--- src/sdor_pkg.sv ---
package sdor_pkg;
  // ==========================================================
  // quantizer code format
  localparam int          CODE_W       = 5;
  localparam logic [4:0]  CODE_POS_FS  = 5'h08;  // +8
  localparam logic [4:0]  CODE_NEG_FS  = 5'h18;  // -8, two's complement
  // ==========================================================
  // detection window
  localparam int          WIN_LEN      = 8;
  localparam int          WIN_LIMIT    = 5;      // overload above this
  // ==========================================================
  // recovery timing, in modulator clock cycles
  localparam int          RST_CYCLES   = 16;
  localparam int          RAMP_CYCLES  = 48;
  localparam int          VALID_CYCLES = 64;
  // ==========================================================
  // attenuation, in 1 dB steps
  localparam int          ATT_W        = 5;
  localparam logic [4:0]  ATT_BOOST_DB = 5'h06;
  localparam logic [4:0]  ATT_RST      = 5'h00;
  // ==========================================================
  // recovery states
  typedef enum logic [1:0] {
    SDOR_IDLE,
    SDOR_RESET,
    SDOR_RAMP
  } sdor_state_e;
endpackage

--- src/sdor_ctrl.sv ---
`timescale 1ns/1ps
// How it works
// - codes +8 and -8 are full scale
// - overload when over five of eight full scale
// - overload resets loop, adds 6 dB attenuation
// - loop reset released after 16 cycles
// - attenuation returns over following 48 cycles
// - new overload restarts whole sequence
// - output valid again 64 cycles after last overload, when recovery ends
module sdor_ctrl
  import sdor_pkg::*;
#(
  parameter int WIN_N   = WIN_LEN,
  parameter int WIN_MAX = WIN_LIMIT
)
(
  // clock and reset
  input  wire logic              clk,
  input  wire logic              rst,
  // quantizer side
  input  wire logic [CODE_W-1:0] quant_code,
  // attenuator base setting, same clock domain
  input  wire logic [ATT_W-1:0]  att_base,
  // modulator control
  output logic                   loop_reset,
  output logic [ATT_W-1:0]       att_out,
  // status
  output logic                   overload,
  output logic                   out_valid
);
  initial
  begin
    if (WIN_MAX >= WIN_N) $error("limit must be below window");
  end

  localparam int HW = $clog2(WIN_N+1);

  // ==========================================================
  // detection
  logic [CODE_W-1:0] code_reg;
  logic              hit;
  logic [HW-1:0]     hits;
  logic              ovl_now;

  // sample input code each cycle
  always_ff @(posedge clk or posedge rst)
  begin
    if (rst)
      code_reg <= '0;
    else
      code_reg <= quant_code;
  end

  // full-scale decode
  always_comb
  begin
    hit = (code_reg == CODE_POS_FS)
          || (code_reg == CODE_NEG_FS);
  end

  sdor_window #(
    .N      (WIN_N)
  ) u_win (
    .clk    (clk),
    .rst    (rst),
    .fs_hit (hit),
    .hits   (hits)
  );

  // threshold compare
  always_comb
  begin
    ovl_now = (hits > HW'(WIN_MAX));
  end

  // ==========================================================
  // recovery sequence
  sdor_state_e       state_reg;
  sdor_state_e       state_next;
  logic [6:0]        cnt_reg;
  logic [6:0]        cnt_next;
  logic [ATT_W-1:0]  extra_reg;
  logic [ATT_W-1:0]  extra_next;
  logic [6:0]        quiet_reg;
  logic [6:0]        quiet_next;
  logic              lr_next;
  logic [ATT_W-1:0]  att_next;
  logic              val_next;

  // next-state and output computation
  always_comb
  begin
    state_next = state_reg;
    cnt_next   = cnt_reg;
    extra_next = extra_reg;
    if (ovl_now)
    begin
      state_next = SDOR_RESET;
      cnt_next   = 7'(RST_CYCLES - 1);
      extra_next = ATT_BOOST_DB;
    end
    else
    begin
      case (state_reg)
        SDOR_IDLE:
          cnt_next = '0;
        SDOR_RESET:
        begin
          if (cnt_reg == '0)
          begin
            state_next = SDOR_RAMP;
            cnt_next   = 7'(RAMP_CYCLES - 1);
          end
          else
            cnt_next = cnt_reg - 7'h01;
        end
        SDOR_RAMP:
        begin
          // one dB step every 8 cycles, 6 steps over 48 cycles
          if (cnt_reg[2:0] == 3'h0 && extra_reg != '0)
            extra_next = extra_reg - 5'h01;
          if (cnt_reg == '0)
          begin
            state_next = SDOR_IDLE;
            extra_next = '0;
          end
          else
            cnt_next = cnt_reg - 7'h01;
        end
        default:
        begin
          state_next = SDOR_IDLE;
          cnt_next   = '0;
          extra_next = '0;
        end
      endcase
    end
    lr_next  = (state_next == SDOR_RESET);
    att_next = att_base + extra_next;
    // cycles since last overload detected
    if (ovl_now)
      quiet_next = '0;
    else if (quiet_reg != 7'(VALID_CYCLES))
      quiet_next = quiet_reg + 7'h01;
    else
      quiet_next = quiet_reg;
    val_next = (quiet_next == 7'(VALID_CYCLES));
  end

  // register sequence state and outputs
  always_ff @(posedge clk or posedge rst)
  begin
    if (rst)
    begin
      state_reg  <= SDOR_IDLE;
      cnt_reg    <= '0;
      extra_reg  <= ATT_RST;
      quiet_reg  <= 7'(VALID_CYCLES);
      loop_reset <= 1'b0;
      att_out    <= ATT_RST;
      overload   <= 1'b0;
      out_valid  <= 1'b1;
    end
    else
    begin
      state_reg  <= state_next;
      cnt_reg    <= cnt_next;
      extra_reg  <= extra_next;
      quiet_reg  <= quiet_next;
      loop_reset <= lr_next;
      att_out    <= att_next;
      overload   <= ovl_now;
      out_valid  <= val_next;
    end
  end

  // ==========================================================
  // checks
  logic [6:0]        age_reg;
  logic [6:0]        age_next;
  logic              settle_reg;
  logic [ATT_W-1:0]  ext_exp;

  // cycles since overload was last shown, saturating
  always_comb
  begin
    if (overload)
      age_next = '0;
    else if (age_reg != 7'h7F)
      age_next = age_reg + 7'h01;
    else
      age_next = age_reg;
    // extra attenuation expected at this age, 8 cycles a step
    if (age_reg < 7'(RST_CYCLES + 7))
      ext_exp = ATT_BOOST_DB;
    else if (age_reg < 7'(RST_CYCLES + RAMP_CYCLES - 1))
      ext_exp = ATT_BOOST_DB - 5'((age_reg - 7'(RST_CYCLES - 1)) >> 3);
    else
      ext_exp = '0;
  end

  // register helpers; settle masks the first cycle after reset
  always_ff @(posedge clk or posedge rst)
  begin
    if (rst)
    begin
      age_reg    <= 7'h7F;
      settle_reg <= 1'b1;
    end
    else
    begin
      age_reg    <= age_next;
      settle_reg <= 1'b0;
    end
  end

  a_reset_on_ovl:
    assert property (@(posedge clk) disable iff (rst)
      overload |-> loop_reset
        && att_out == 5'($past(att_base) + ATT_BOOST_DB))
    else $error("overload did not reset loop and boost attenuation");

  a_reset_length:
    assert property (@(posedge clk) disable iff (rst)
      !overload |-> loop_reset == (age_reg < 7'(RST_CYCLES - 1)))
    else $error("loop reset length wrong");

  a_reset_release:
    assert property (@(posedge clk) disable iff (rst)
      !overload && age_reg == 7'(RST_CYCLES - 2) |->
        loop_reset ##1 (!loop_reset || overload))
    else $error("loop reset not released after 16 cycles");

  a_ramp_done:
    assert property (@(posedge clk) disable iff (rst)
      !settle_reg && !overload
        && age_reg >= 7'(RST_CYCLES + RAMP_CYCLES - 1) |->
        state_reg == SDOR_IDLE && att_out == $past(att_base))
    else $error("attenuation ramp length wrong");

  a_att_profile:
    assert property (@(posedge clk) disable iff (rst)
      !settle_reg && !overload |->
        att_out == 5'($past(att_base) + ext_exp))
    else $error("attenuation step out of place");

  a_att_ceiling:
    assert property (@(posedge clk) disable iff (rst)
      !loop_reset && !overload |->
        att_out <= 5'($past(att_base) + ATT_BOOST_DB))
    else $error("attenuation above boost during ramp");

  a_restart_seq:
    assert property (@(posedge clk) disable iff (rst)
      state_reg == SDOR_RAMP && ovl_now |=> state_reg == SDOR_RESET
        && cnt_reg == 7'(RST_CYCLES - 1))
    else $error("overload did not restart sequence");

  a_detect_count:
    assert property (@(posedge clk) disable iff (rst)
      (hits > HW'(WIN_MAX)) |=> overload)
    else $error("overload not flagged");

  a_valid_back:
    assert property (@(posedge clk) disable iff (rst)
      $fell(overload) |-> !out_valid [*8])
    else $error("valid returned too soon");

  a_valid_timing:
    assert property (@(posedge clk) disable iff (rst)
      out_valid == (!overload && age_reg >= 7'(VALID_CYCLES - 1)))
    else $error("valid not back 64 cycles after overload");
endmodule

--- src/sdor_window.sv ---
`timescale 1ns/1ps
// ==========================================================
// sliding count of full-scale samples over the last N
module sdor_window
  import sdor_pkg::*;
#(
  parameter int N = WIN_LEN
)
(
  // clock and reset
  input  wire logic         clk,
  input  wire logic         rst,
  // one full-scale flag per cycle
  input  wire logic         fs_hit,
  // number of hits in window
  output logic [$clog2(N+1)-1:0] hits
);
  initial
  begin
    if (N < 2) $error("window too short");
  end

  logic [N-1:0]            hist_reg;
  logic [N-1:0]            hist_next;
  logic [$clog2(N+1)-1:0]  cnt_reg;
  logic [$clog2(N+1)-1:0]  cnt_next;

  // shift in newest, drop oldest, keep count
  always_comb
  begin
    hist_next = {hist_reg[N-2:0], fs_hit};
    cnt_next  = cnt_reg + {{($clog2(N+1)-1){1'b0}}, fs_hit}
                - {{($clog2(N+1)-1){1'b0}}, hist_reg[N-1]};
  end

  // register window
  always_ff @(posedge clk or posedge rst)
  begin
    if (rst)
    begin
      hist_reg <= '0;
      cnt_reg  <= '0;
    end
    else
    begin
      hist_reg <= hist_next;
      cnt_reg  <= cnt_next;
    end
  end

  assign hits = cnt_reg;
endmodule

--- config.mk ---
export PLATFORM = sky130hd
export DESIGN_NAME = sdor_ctrl
export DESIGN_NICKNAME = d
export VERILOG_FILES = /design/src/sdor_pkg.sv /design/src/sdor_ctrl.sv /design/src/sdor_window.sv
export SDC_FILE = /design/constraint.sdc
export NUM_CORES = 1
export LEC_CHECK = 0
export BUFFER_PORTS_ARGS = -buffer_cell sky130_fd_sc_hd__buf_4
export CORE_ASPECT_RATIO = 1.2
export CORE_UTILIZATION = 45
export CTS_CLUSTER_DIAMETER = 80
export DETAILED_ROUTE_END_ITERATION = 6
export HOLD_SLACK_MARGIN = 0.05
export SYNTH_ARGS = -nofsm -noshare
export SYNTH_HDL_FRONTEND = slang
export SYNTH_SLANG_ARGS = --single-unit
--- constraint.sdc ---
create_clock -name clk -period 6.4 [get_ports clk]
set_input_delay 0 -clock clk [delete_from_list [all_inputs] [get_ports clk]]
set_output_delay 0 -clock clk [all_outputs]
set_load 0.005 [all_outputs]
---- Word-level counts from Yosys, hierarchy flattened ----
Cells that the tools add are included.
operators by class
  add/sub/neg operators ................... 6
  reduce and logical (&&, ||, !) cells .... 7
  multiplexer cells ....................... 14
  equal/unequal tests ..................... 8
  magnitude comparators ................... 1
operators with widths
  operator                                            count
  two-way mux 7 bit                                   5
  two-way mux 5 bit                                   3
  case mux 7 bit (2 select lines)                     1
  case mux 5 bit (2 select lines)                     1
  adder 7 x 1 -> 7 bit, second input constant         1
  == test 7 bit, second input constant                1
  logical NOT 7 bit                                   1
  inequality test 7 bit, second input constant        1
  subtractor 7 x 1 -> 7 bit, second input constant    1
  two-way mux 2 bit                                   3
  case mux 2 bit (3 select lines)                     1
  adder 5 bit                                         1
  == test 5 x 4 -> 1 bit, second input constant       1
  == test 5 bit, second input constant                1
  nonzero test 5 bit                                  1
  subtractor 5 x 1 -> 5 bit, second input constant    1
  adder 4 x 1 -> 4 bit                                1
  == test 2 x 1 -> 1 bit, second input constant       2
  > comparator 4 x 3 -> 1 bit, second input constant  1
  subtractor 4 x 1 -> 4 bit                           1
  logical NOT 3 bit                                   1
  inequality test 3 bit, second input constant        1
  == test 2 bit, second input constant                1
  logical NOT 2 bit                                   1
  3 further kinds                                     3
storage, ports and cells
  word-level logic and storage cells ...... 47
  flip-flop bits (word level) ............. 46
  input bits .............................. 12
  output and inout bits ................... 8

---- Depth between registers and ports, before layout ----
Gate-level depths: netlist of the first run.
  depth after elaboration ................. 7
  depth in mapped cells ................... 13
  gate-level depth less buffers ........... 12

---- Cells and area by module ----
Synthesis of the first run repeated with hierarchy kept, for this count alone.
second synthesis, totals
  cell total of the unflattened synthesis .. 203
  area total of the unflattened synthesis .. 2227.1 sq um
by module, submodules not included
  module       instances  area an instance (sq um)  cells an instance
  sdor_ctrl    1          1784.2                    173
  sdor_window  1          442.9                     30

---- Least setup slack after synthesis of the first run ----
OpenSTA, ideal clock, no wires.
  path kind ............................... register -> register
  start ................................... reg cnt_reg[0]
  end ..................................... reg att_out[4]
  arrival time ............................ 2.715 ns
  setup slack ............................. 3.605 ns
  path buffers ............................ 0
  stages on the path, launching flop included .. 12
  clock period less this slack ............ 2.795 ns
  required time ........................... 6.320 ns
  path through ............................ dfrtp_1 > inv_1 > ha_1 > or2b_2 > a21oi_4 > a2111oi_0 > a311o_2 > fa_1 > a21o_1 > a21oi_1 > xor2_1 > xnor2_1
between the ends
  cells in the longest elaborated chain, start to end .. 7
RTL lines
  element                            line              source
  start: declaration                 sdor_ctrl.sv:80   logic [6:0] cnt_reg;
  start signal: assignment           sdor_ctrl.sv:167  cnt_reg <= cnt_next;
  logical NOT 3 bit                  sdor_ctrl.sv:120  if (cnt_reg[2:0] == 3'h0 && extra_reg != '0)
  logical AND 1 bit                  sdor_ctrl.sv:120
  two-way mux 5 bit                  sdor_ctrl.sv:120
  two-way mux 5 bit *                sdor_ctrl.sv:122  if (cnt_reg == '0)
  case mux 5 bit (2 select lines) *  sdor_ctrl.sv:104  case (state_reg)
  two-way mux 5 bit *                sdor_ctrl.sv:96   if (ovl_now)
  net extra_next[1]                  sdor_ctrl.sv:83   logic [ATT_W-1:0] extra_next;
  adder 5 bit *                      sdor_ctrl.sv:139  att_next = att_base + extra_next;
  net att_next[4]                    sdor_ctrl.sv:87   logic [ATT_W-1:0] att_next;
  end signal: assignment             sdor_ctrl.sv:171  att_out <= att_next;
  end: declaration                   sdor_ctrl.sv:26   output logic [ATT_W-1:0] att_out,
The timed path passes the listed nets; every way through them passes the cells marked *.
A chain may end at the register's enable or synchronous reset.

---- Worst setup path in the final report of the first run ----
  start ................................... reg u_win.cnt_reg[3] (netlist: u_win.hits[3])
  end ..................................... reg att_out[4]
between the ends
  cells in the longest elaborated chain, start to end .. 3
RTL lines
  element                      line               source
  start: declaration           sdor_window.sv:25  logic [$clog2(N+1)-1:0] cnt_reg;
  start signal: assignment     sdor_window.sv:47  cnt_reg <= cnt_next;
  > comparator 4 x 3 -> 1 bit  sdor_ctrl.sv:73    ovl_now = (hits > HW'(WIN_MAX));
  two-way mux 5 bit            sdor_ctrl.sv:96
  net extra_next[1]            sdor_ctrl.sv:83
  adder 5 bit                  sdor_ctrl.sv:139
  net att_next[4]              sdor_ctrl.sv:87
The timed path passes the listed nets, and every way through them passes these cells.

==> results.sh, run 1 <==
export IMPL_globalplace_congestion=0.803
export IMPL_viasPerCell=5.18
export IMPL_die_w_um=67.2
export IMPL_setup_tns_ns=0
export IMPL_layout_commonest_cell="dfrtp_1"
export IMPL_hold_class="input pin to flip-flop"
export IMPL_yosysSeqAreaShare_pct=49.1
export IMPL_fin_area_mm2=0.00270
export IMPL_critPathKind="flip-flop to flip-flop"
export IMPL_worst_setup_path_start_kind="flip-flop"
export IMPL_syn_num_nets=237
export IMPL_use_met1_pct=23.7
export IMPL_cts_setup_buffers=0
export IMPL_worst_path_largest_cell_delay_ns=0.47
export IMPL_antenna_found_initial=0
export IMPL_setup_viol_count_final=0
export IMPL_worst_endpoint_required_ns=6.63
export IMPL_slew_viol_final=0
export IMPL_htreeDepth=2
export IMPL_tightest_slew_ns=0.906
export IMPL_ys_flop_type="dfrtp_1"
export IMPL_seq_area_mm2=0.00113
export IMPL_clkSlewWorstSetupHoldPaths_ns=0.08
export IMPL_portBuffers=18
export IMPL_drtPass1Iterations=4
export IMPL_rsz0062_at_grt="no"
export IMPL_cts_max_path_buffers=2
export IMPL_use_met2_pct=29.3
export IMPL_synth_edf_count=0
export IMPL_power_density_mw_per_mm2=380
export IMPL_grt_pass1_wl_um=7350
export IMPL_crit_top_cell="inv_1"
export IMPL_grt_max_degree=46
export IMPL_hold_violations=0
export IMPL_first_iter_violations=74
export IMPL_wirelength_um=4070
export IMPL_period_share_pct=50.6
export IMPL_start_util_pct=46.5
export IMPL_drc=0
export IMPL_critPathMaxFanout=17
export IMPL_status="completed"
export IMPL_peakVddDrop_mv=0.198
export IMPL_async_flop_share_pct=100
export IMPL_grt_pass1_vias=1604
export IMPL_vias=1545
export IMPL_clock_sinks=45
export IMPL_stdcell_count=298
export IMPL_nets=269
export IMPL_place_inst=281
export IMPL_drive_gt1_share_pct=18.5
export IMPL_yosysTopAreaCell="dfrtp_1"
export IMPL_clk_latency_ns=0.30
export IMPL_utilization_pct=54.6
export IMPL_synthCells=205
export IMPL_yosys_warnings=0
export IMPL_die_area_mm2=0.00540
export IMPL_max_freq_mhz=309
export IMPL_areaGrowthSynthToFinish_pct=17.3
export IMPL_dp_hpwl_um=2770
export IMPL_postRouteAntennaNets=0
export IMPL_diodes=0
export IMPL_ys_types=54
export IMPL_use_met3_pct=3.84
export IMPL_cts_buffers=5
export IMPL_nFillCells=438
export IMPL_grtUsageTotal_pct=18.2
export IMPL_cts_root_buf="clkbuf_8"
export IMPL_endpoint_kind="flip-flop"
export IMPL_cellLeakagePower_nw=1.23
export IMPL_grt_busiest_layer="met2"
export IMPL_yosysTopAreaCellShare_pct=46.8
export IMPL_crit_path_top_delay_cell="a22oi_1"
export IMPL_largest_reg_flops=8
export IMPL_synth_area_mm2=0.00230
export IMPL_cts_tree="yes"
export IMPL_period_needed_ns=3.24
export IMPL_fp_row_count=28
export IMPL_synthTopCellsByArea="dfrtp_1 47%, ha_1 9.8%, inv_1 3.6%, nor2_1 3.6%, xnor2_1 2.7%"
export IMPL_synth_area_per_cell_um2=11.2
export IMPL_final_setup_skew_ns=0.00532
export IMPL_relSlewSlack_pct=39.5
export IMPL_die_h_um=80.3
export IMPL_final_cell_mix="43 x dfrtp_1, 22 x nor2_1, 21 x inv_1, 18 x ha_1, 18 x buf_4"
export IMPL_placed_area_mm2=0.00249
export IMPL_overflow=0
export IMPL_io_pins=20
export IMPL_multiInputGateArea_mm2=0.00107
export IMPL_synth_seq_cells=45
export IMPL_finalPower_mw=1.02
export IMPL_cap_violations=0
export IMPL_crit_arrival_ns=3.46
export IMPL_crit_chain="inv_1 -> ha_1 -> nand2_1 -> a22oi_1 -> inv_1 -> a311o_2 -> fa_1 -> a21o_1 -> a21oi_1 -> xor2_1 -> xnor2_1"
export IMPL_wl_per_cell_um=13.6
export IMPL_cts_resized=0
export IMPL_core_area_mm2=0.00494
## what timing repair did
action | 4_1_cts | 5_1_grt
endpoints found under the setup margin | 0 | 0
hold buffers | 9 | 0
hold endpoints to repair | 51 | 0
## final timing paths
kind | slack, ns | endpoint | depth (start not counted) | from
setup / recovery | 3.16 | att_out[4] | 11 | u_win.hits[3]
hold / removal | 0.07 | att_out[2] | 3 | att_base[2]
setup reg to reg | 3.16 | att_out[4] | 11 | u_win.hits[3]
hold reg to reg | 0.36 | u_win.hist_reg[7] | 0 | u_win.hist_reg[6]
max in group asynchronous | 5.37 | state_reg[1] | 3 | rst
min in group asynchronous | 0.46 | u_win.hist_reg[6] | 3 | rst
## cell families (layout without fill, tap and decap cells)
kind of cell / count (synthesis) / count (layout) / share of synthesized area [%]
compound gates: 39 / 39 / 14.1
xor+xnor: 14 / 14 / 5.33
fa+ha+maj: 20 / 20 / 11.5
buf+inv: 24 / 57 / 4.30
flops: 45 / 45 / 49.1
mux: 1 / 1 / 0.436
simple gates: 62 / 62 / 15.2
## critical path: cells and delay by family (launching register included)
kind / cells / cell delay (ns)
xor gates and xnor gates: 2 / 0.31
and+or+nand+nor: 1 / 0.05
AOI/OAI and AO/OA: 4 / 1.28
buffers and inverters: 2 / 0.53
DFF: 1 / 0.39
adders and majority gates: 2 / 0.59
## Yosys cell counts, types with 2 or more instances
cell type	n
fa_1	2
nor4b_1	2
o21ai_1	3
or2_2	2
xor2_1	7
dfstp_2	2
nor4_1	3
inv_1	22
a221o_1	2
nand2_1	10
o21ai_0	6
dfrtp_1	43
nor2_1	22
a21oi_1	8
nor3_1	3
nand3_1	5
ha_1	18
a21o_1	3
xnor2_1	7
## cell type report
cell class                 instances  area share [%]
sequential                        45            41.9
multi-input combinational        136            39.7
timing repair buffer              27            8.36
inverter                          22            3.06
tap                               60            2.79
clock buffer                       5            2.55
clock inverter                     3            1.62
## metrics by stage
stage | setup slack, ns | hold slack, ns
after floorplan | 3.60 | 0.0314
after global placement | 3.15 | 0.110
after detailed placement | 3.08 | 0.110
after CTS | 3.05 | 0.0564
after global routing | 2.83 | 0.0804
final | 3.16 | 0.0655
## power by group
part,leakage [nW],switching (mW),internal [mW],total [mW]
Clock,0.0585,0.0974,0.117,0.214
Combinational,0.624,0.220,0.184,0.404
Sequential,0.551,0.0566,0.349,0.406
## metal layers
layer  vias up  share of wire [%]
met3         5                2.8
met2        28                 50
met1       743                 46
met5         -                  0
li1        769                  -
met4         0                1.5
Note: power is estimated with default switching activity, not from simulation.
==> run 2, diff against run 1 <==
--- a/config.mk
+++ b/config.mk
@@ -5,12 +5,14 @@
 export SDC_FILE = /design/constraint.sdc
 export NUM_CORES = 1
 export LEC_CHECK = 0
+export ABC_AREA = 1
 export BUFFER_PORTS_ARGS = -buffer_cell sky130_fd_sc_hd__buf_4
 export CORE_ASPECT_RATIO = 1.2
 export CORE_UTILIZATION = 45
 export CTS_CLUSTER_DIAMETER = 80
 export DETAILED_ROUTE_END_ITERATION = 6
 export HOLD_SLACK_MARGIN = 0.05
+export PLACE_DENSITY = 0.65
 export SYNTH_ARGS = -nofsm -noshare
 export SYNTH_HDL_FRONTEND = slang
 export SYNTH_SLANG_ARGS = --single-unit
==> constraint.sdc (replaced) <==
create_clock -name clk -period 2.83 [get_ports clk]
set_input_delay 0 -clock clk [delete_from_list [all_inputs] [get_ports clk]]
set_output_delay 0 -clock clk [all_outputs]
set_load 0.005 [all_outputs]
==> run 2 against run 1 <==
  * Synthesized cell count is 28% higher
  * First-iteration DRC count down 39%
  * Routed wire length fell by 1.3%
  * Clock skew shrank 0.0011 ns
  * Fmax increased by 26%
  * Utilization is 0.47 points higher
  * Combinational power up 120%
  * Non-clock buffer count down 1
  * Final cell count up 19%
  * Synthesized area rose by 1.5%
  * Critical path depth increased by 7
  * Global-route usage fell by 0.63 points
  * Highest routed layer unchanged
==> results.sh, run 2 <==
export IMPL_setup_ws_ns=0.253
export IMPL_syn_num_nets=294
export IMPL_whs_ns=0.0643
export IMPL_drtPass1Iterations=4
export IMPL_synth_edf_count=0
export IMPL_yosysSeqAreaShare_pct=48.4
export IMPL_status="completed"
export IMPL_io_pins=20
export IMPL_yosys_warnings=0
export IMPL_synthCells=262
export IMPL_clock_sinks=45
export IMPL_yosysTopAreaCellShare_pct=46.1
export IMPL_cts_tree="yes"
export IMPL_yosysMostFrequentCell="nand2_1"
export IMPL_die_area_mm2=0.00548
export IMPL_grt_pass1_vias=1687
export IMPL_ys_flop_type="dfrtp_1"
export IMPL_multiInputGateArea_um2=998
export IMPL_worst_setup_path_start_kind="flip-flop"
export IMPL_diodes=0
export IMPL_cts_buffers=5
export IMPL_drc=0
export IMPL_cts_root_buf="clkbuf_8"
export IMPL_cts_max_path_buffers=2
export IMPL_synthTopCellsByArea="dfrtp_1 46%, ha_1 9.7%, nand2_1 9.7%, inv_1 8.5%, nand3_1 4.1%"
export IMPL_final_setup_skew_ns=0.00418
export IMPL_async_flop_share_pct=100
export IMPL_seq_area_mm2=0.00113
export IMPL_rsz0062_at_grt="no"
export IMPL_period_share_pct=91.1
export IMPL_preCtsSetupSlack_ns=0.168
export IMPL_postRouteAntennaNets=0
export IMPL_hold_violations=0
export IMPL_nets=326
export IMPL_grtUsageTotal_pct=17.6
export IMPL_tightest_slew_ns=0.912
export IMPL_wl_per_cell_um=11.3
export IMPL_grt_pass1_wl_um=7110
export IMPL_fp_row_count=28
export IMPL_grt_max_degree=46
export IMPL_areaGrowthSynthToFinish_pct=17.3
export IMPL_htreeDepth=2
export IMPL_die_w_um=67.7
export IMPL_vias=1702
export IMPL_core_area_mm2=0.00497
export IMPL_fin_area_mm2=0.00274
export IMPL_layout_commonest_cell="nand2_1"
export IMPL_endpoint_kind="flip-flop"
export IMPL_setup_tns_ns=0
export IMPL_peakVddDrop_mv=0.510
export IMPL_placed_area_mm2=0.00254
export IMPL_viasPerCell=4.79
export IMPL_power_density_mw_per_mm2=844
export IMPL_ys_types=27
export IMPL_crit_arrival_ns=2.79
export IMPL_finalPower_mw=2.31
export IMPL_final_cell_mix="59 x nand2_1, 51 x inv_1, 43 x dfrtp_1, 19 x nand3_1, 19 x buf_4"
export IMPL_die_h_um=80.9
export IMPL_clkSlewWorstSetupHoldPaths_ns=0.09
export IMPL_dp_hpwl_um=2910
export IMPL_hold_class="input pin to flip-flop"
export IMPL_largest_reg_flops=8
export IMPL_period_needed_ns=2.58
export IMPL_overflow=0
export IMPL_cellLeakagePower_nw=1.48
export IMPL_yosysTopAreaCell="dfrtp_1"
export IMPL_critPathMaxFanout=7
export IMPL_wirelength_um=4020
export IMPL_antenna_found_initial=0
export IMPL_max_freq_mhz=388
export IMPL_slew_viol_final=0
export IMPL_start_util_pct=46.9
export IMPL_drive_gt1_share_pct=14.2
export IMPL_clk_latency_ns=0.30
export IMPL_synth_seq_cells=45
export IMPL_portBuffers=18
export IMPL_globalplace_congestion=0.777
export IMPL_relSlewSlack_pct=39.1
export IMPL_synth_area_per_cell_um2=8.91
export IMPL_nFillCells=482
export IMPL_worst_endpoint_required_ns=3.04
export IMPL_cap_violations=0
export IMPL_first_iter_violations=45
export IMPL_synth_top_cells_by_count="60 x nand2_1, 53 x inv_1, 43 x dfrtp_1, 19 x nand3_1, 18 x ha_1"
export IMPL_synth_area_mm2=0.00233
export IMPL_setup_viol_count_final=0
export IMPL_critPathKind="flip-flop to flip-flop"
[run 2: changes by cell type after synthesis, sizes merged, moves of 3 or more]
| cell | change |
|---|---|
| nand4 | +5 |
| nand3 | +15 |
| a21o | -4 |
| o21ai | -3 |
| xnor2 | -3 |
| nand2 | +50 |
| nor4 | -3 |
| inv | +31 |
[run 2: worst max-delay path: stages (launching register included)]
cell	delay, ns
dfrtp_1	0.39
inv_1	0.12
ha_2	0.23
inv_1	0.05
nor2_1	0.14
nand2_2	0.13
inv_1	0.09
nand2_1	0.05
nand3_1	0.07
a21oi_1	0.08
ha_1	0.22
fa_1	0.41
nand3_1	0.09
nand2_1	0.06
xor2_1	0.15
inv_1	0.05
nand3_1	0.06
nand2_1	0.07
inv_1	0.03
[run 2: logic make-up (layout without fill, tap and decap cells)]
family / after synthesis / count (layout) / share of synthesized area [%]
buf+inv: 55 / 88 / 9.06
flops: 45 / 45 / 48.4
compound gates: 19 / 19 / 4.83
xor+xnor: 12 / 12 / 4.50
fa+ha+maj: 20 / 20 / 11.4
simple gates: 111 / 111 / 21.9
[run 2: layout make-up]
class                      count  area share, %
clock buffer                   5           2.51
timing repair buffer          26           7.77
multi-input combinational    162           36.5
tap                           60           2.74
inverter                      54           7.45
sequential                    45           41.2
clock inverter                 3           1.83
[run 2: where the power goes]
group / switching, mW / leakage (nW) / total (mW) / internal (mW)
clock network: 0.240 / 0.0603 / 0.511 / 0.271
logic: 0.533 / 0.870 / 0.908 / 0.375
registers: 0.109 / 0.552 / 0.893 / 0.784
total: 0.882 / 1.48 / 2.31 / 1.43
[run 2: timing repair]
item,4_1_cts,5_1_grt
endpoints found under the hold margin,49,0
buffers inserted,0,0
endpoints found under the setup margin,0,1
hold buffers,7,0
gates resized for setup,0,3
[run 2: per-layer routing]
| layer | GRT usage [%] | share of wire, % | vias up |
|---|---|---|---|
| li1 | - | - | 873 |
| met1 | 20.6 | 46 | 795 |
| met2 | 30.0 | 48 | 27 |
| met3 | 4.78 | 4.1 | 7 |
| met4 | 7.02 | 1.8 | 0 |
| met5 | 0 | 0 | - |
[run 2: worst paths after layout]
kind                       cells after the start              start  slack [ns]                 to
max in group asynchronous                      3                rst        1.81         loop_reset
setup reg to reg                              18         cnt_reg[1]        0.25         att_out[4]
hold reg to reg                                0  u_win.hist_reg[3]        0.36  u_win.hist_reg[4]
hold / removal                                 3        att_base[3]        0.06         att_out[3]
min in group asynchronous                      3                rst        0.45       quiet_reg[5]
setup / recovery                              18         cnt_reg[1]        0.25         att_out[4]
[run 2: stage by stage]
step           instances  utilization, %
2_1_floorplan        262               -
3_3_place_gp         340            51.1
3_5_place_dp         340            51.1
4_1_cts              355            54.9
5_1_grt              355            55.0
6_report             355            55.0
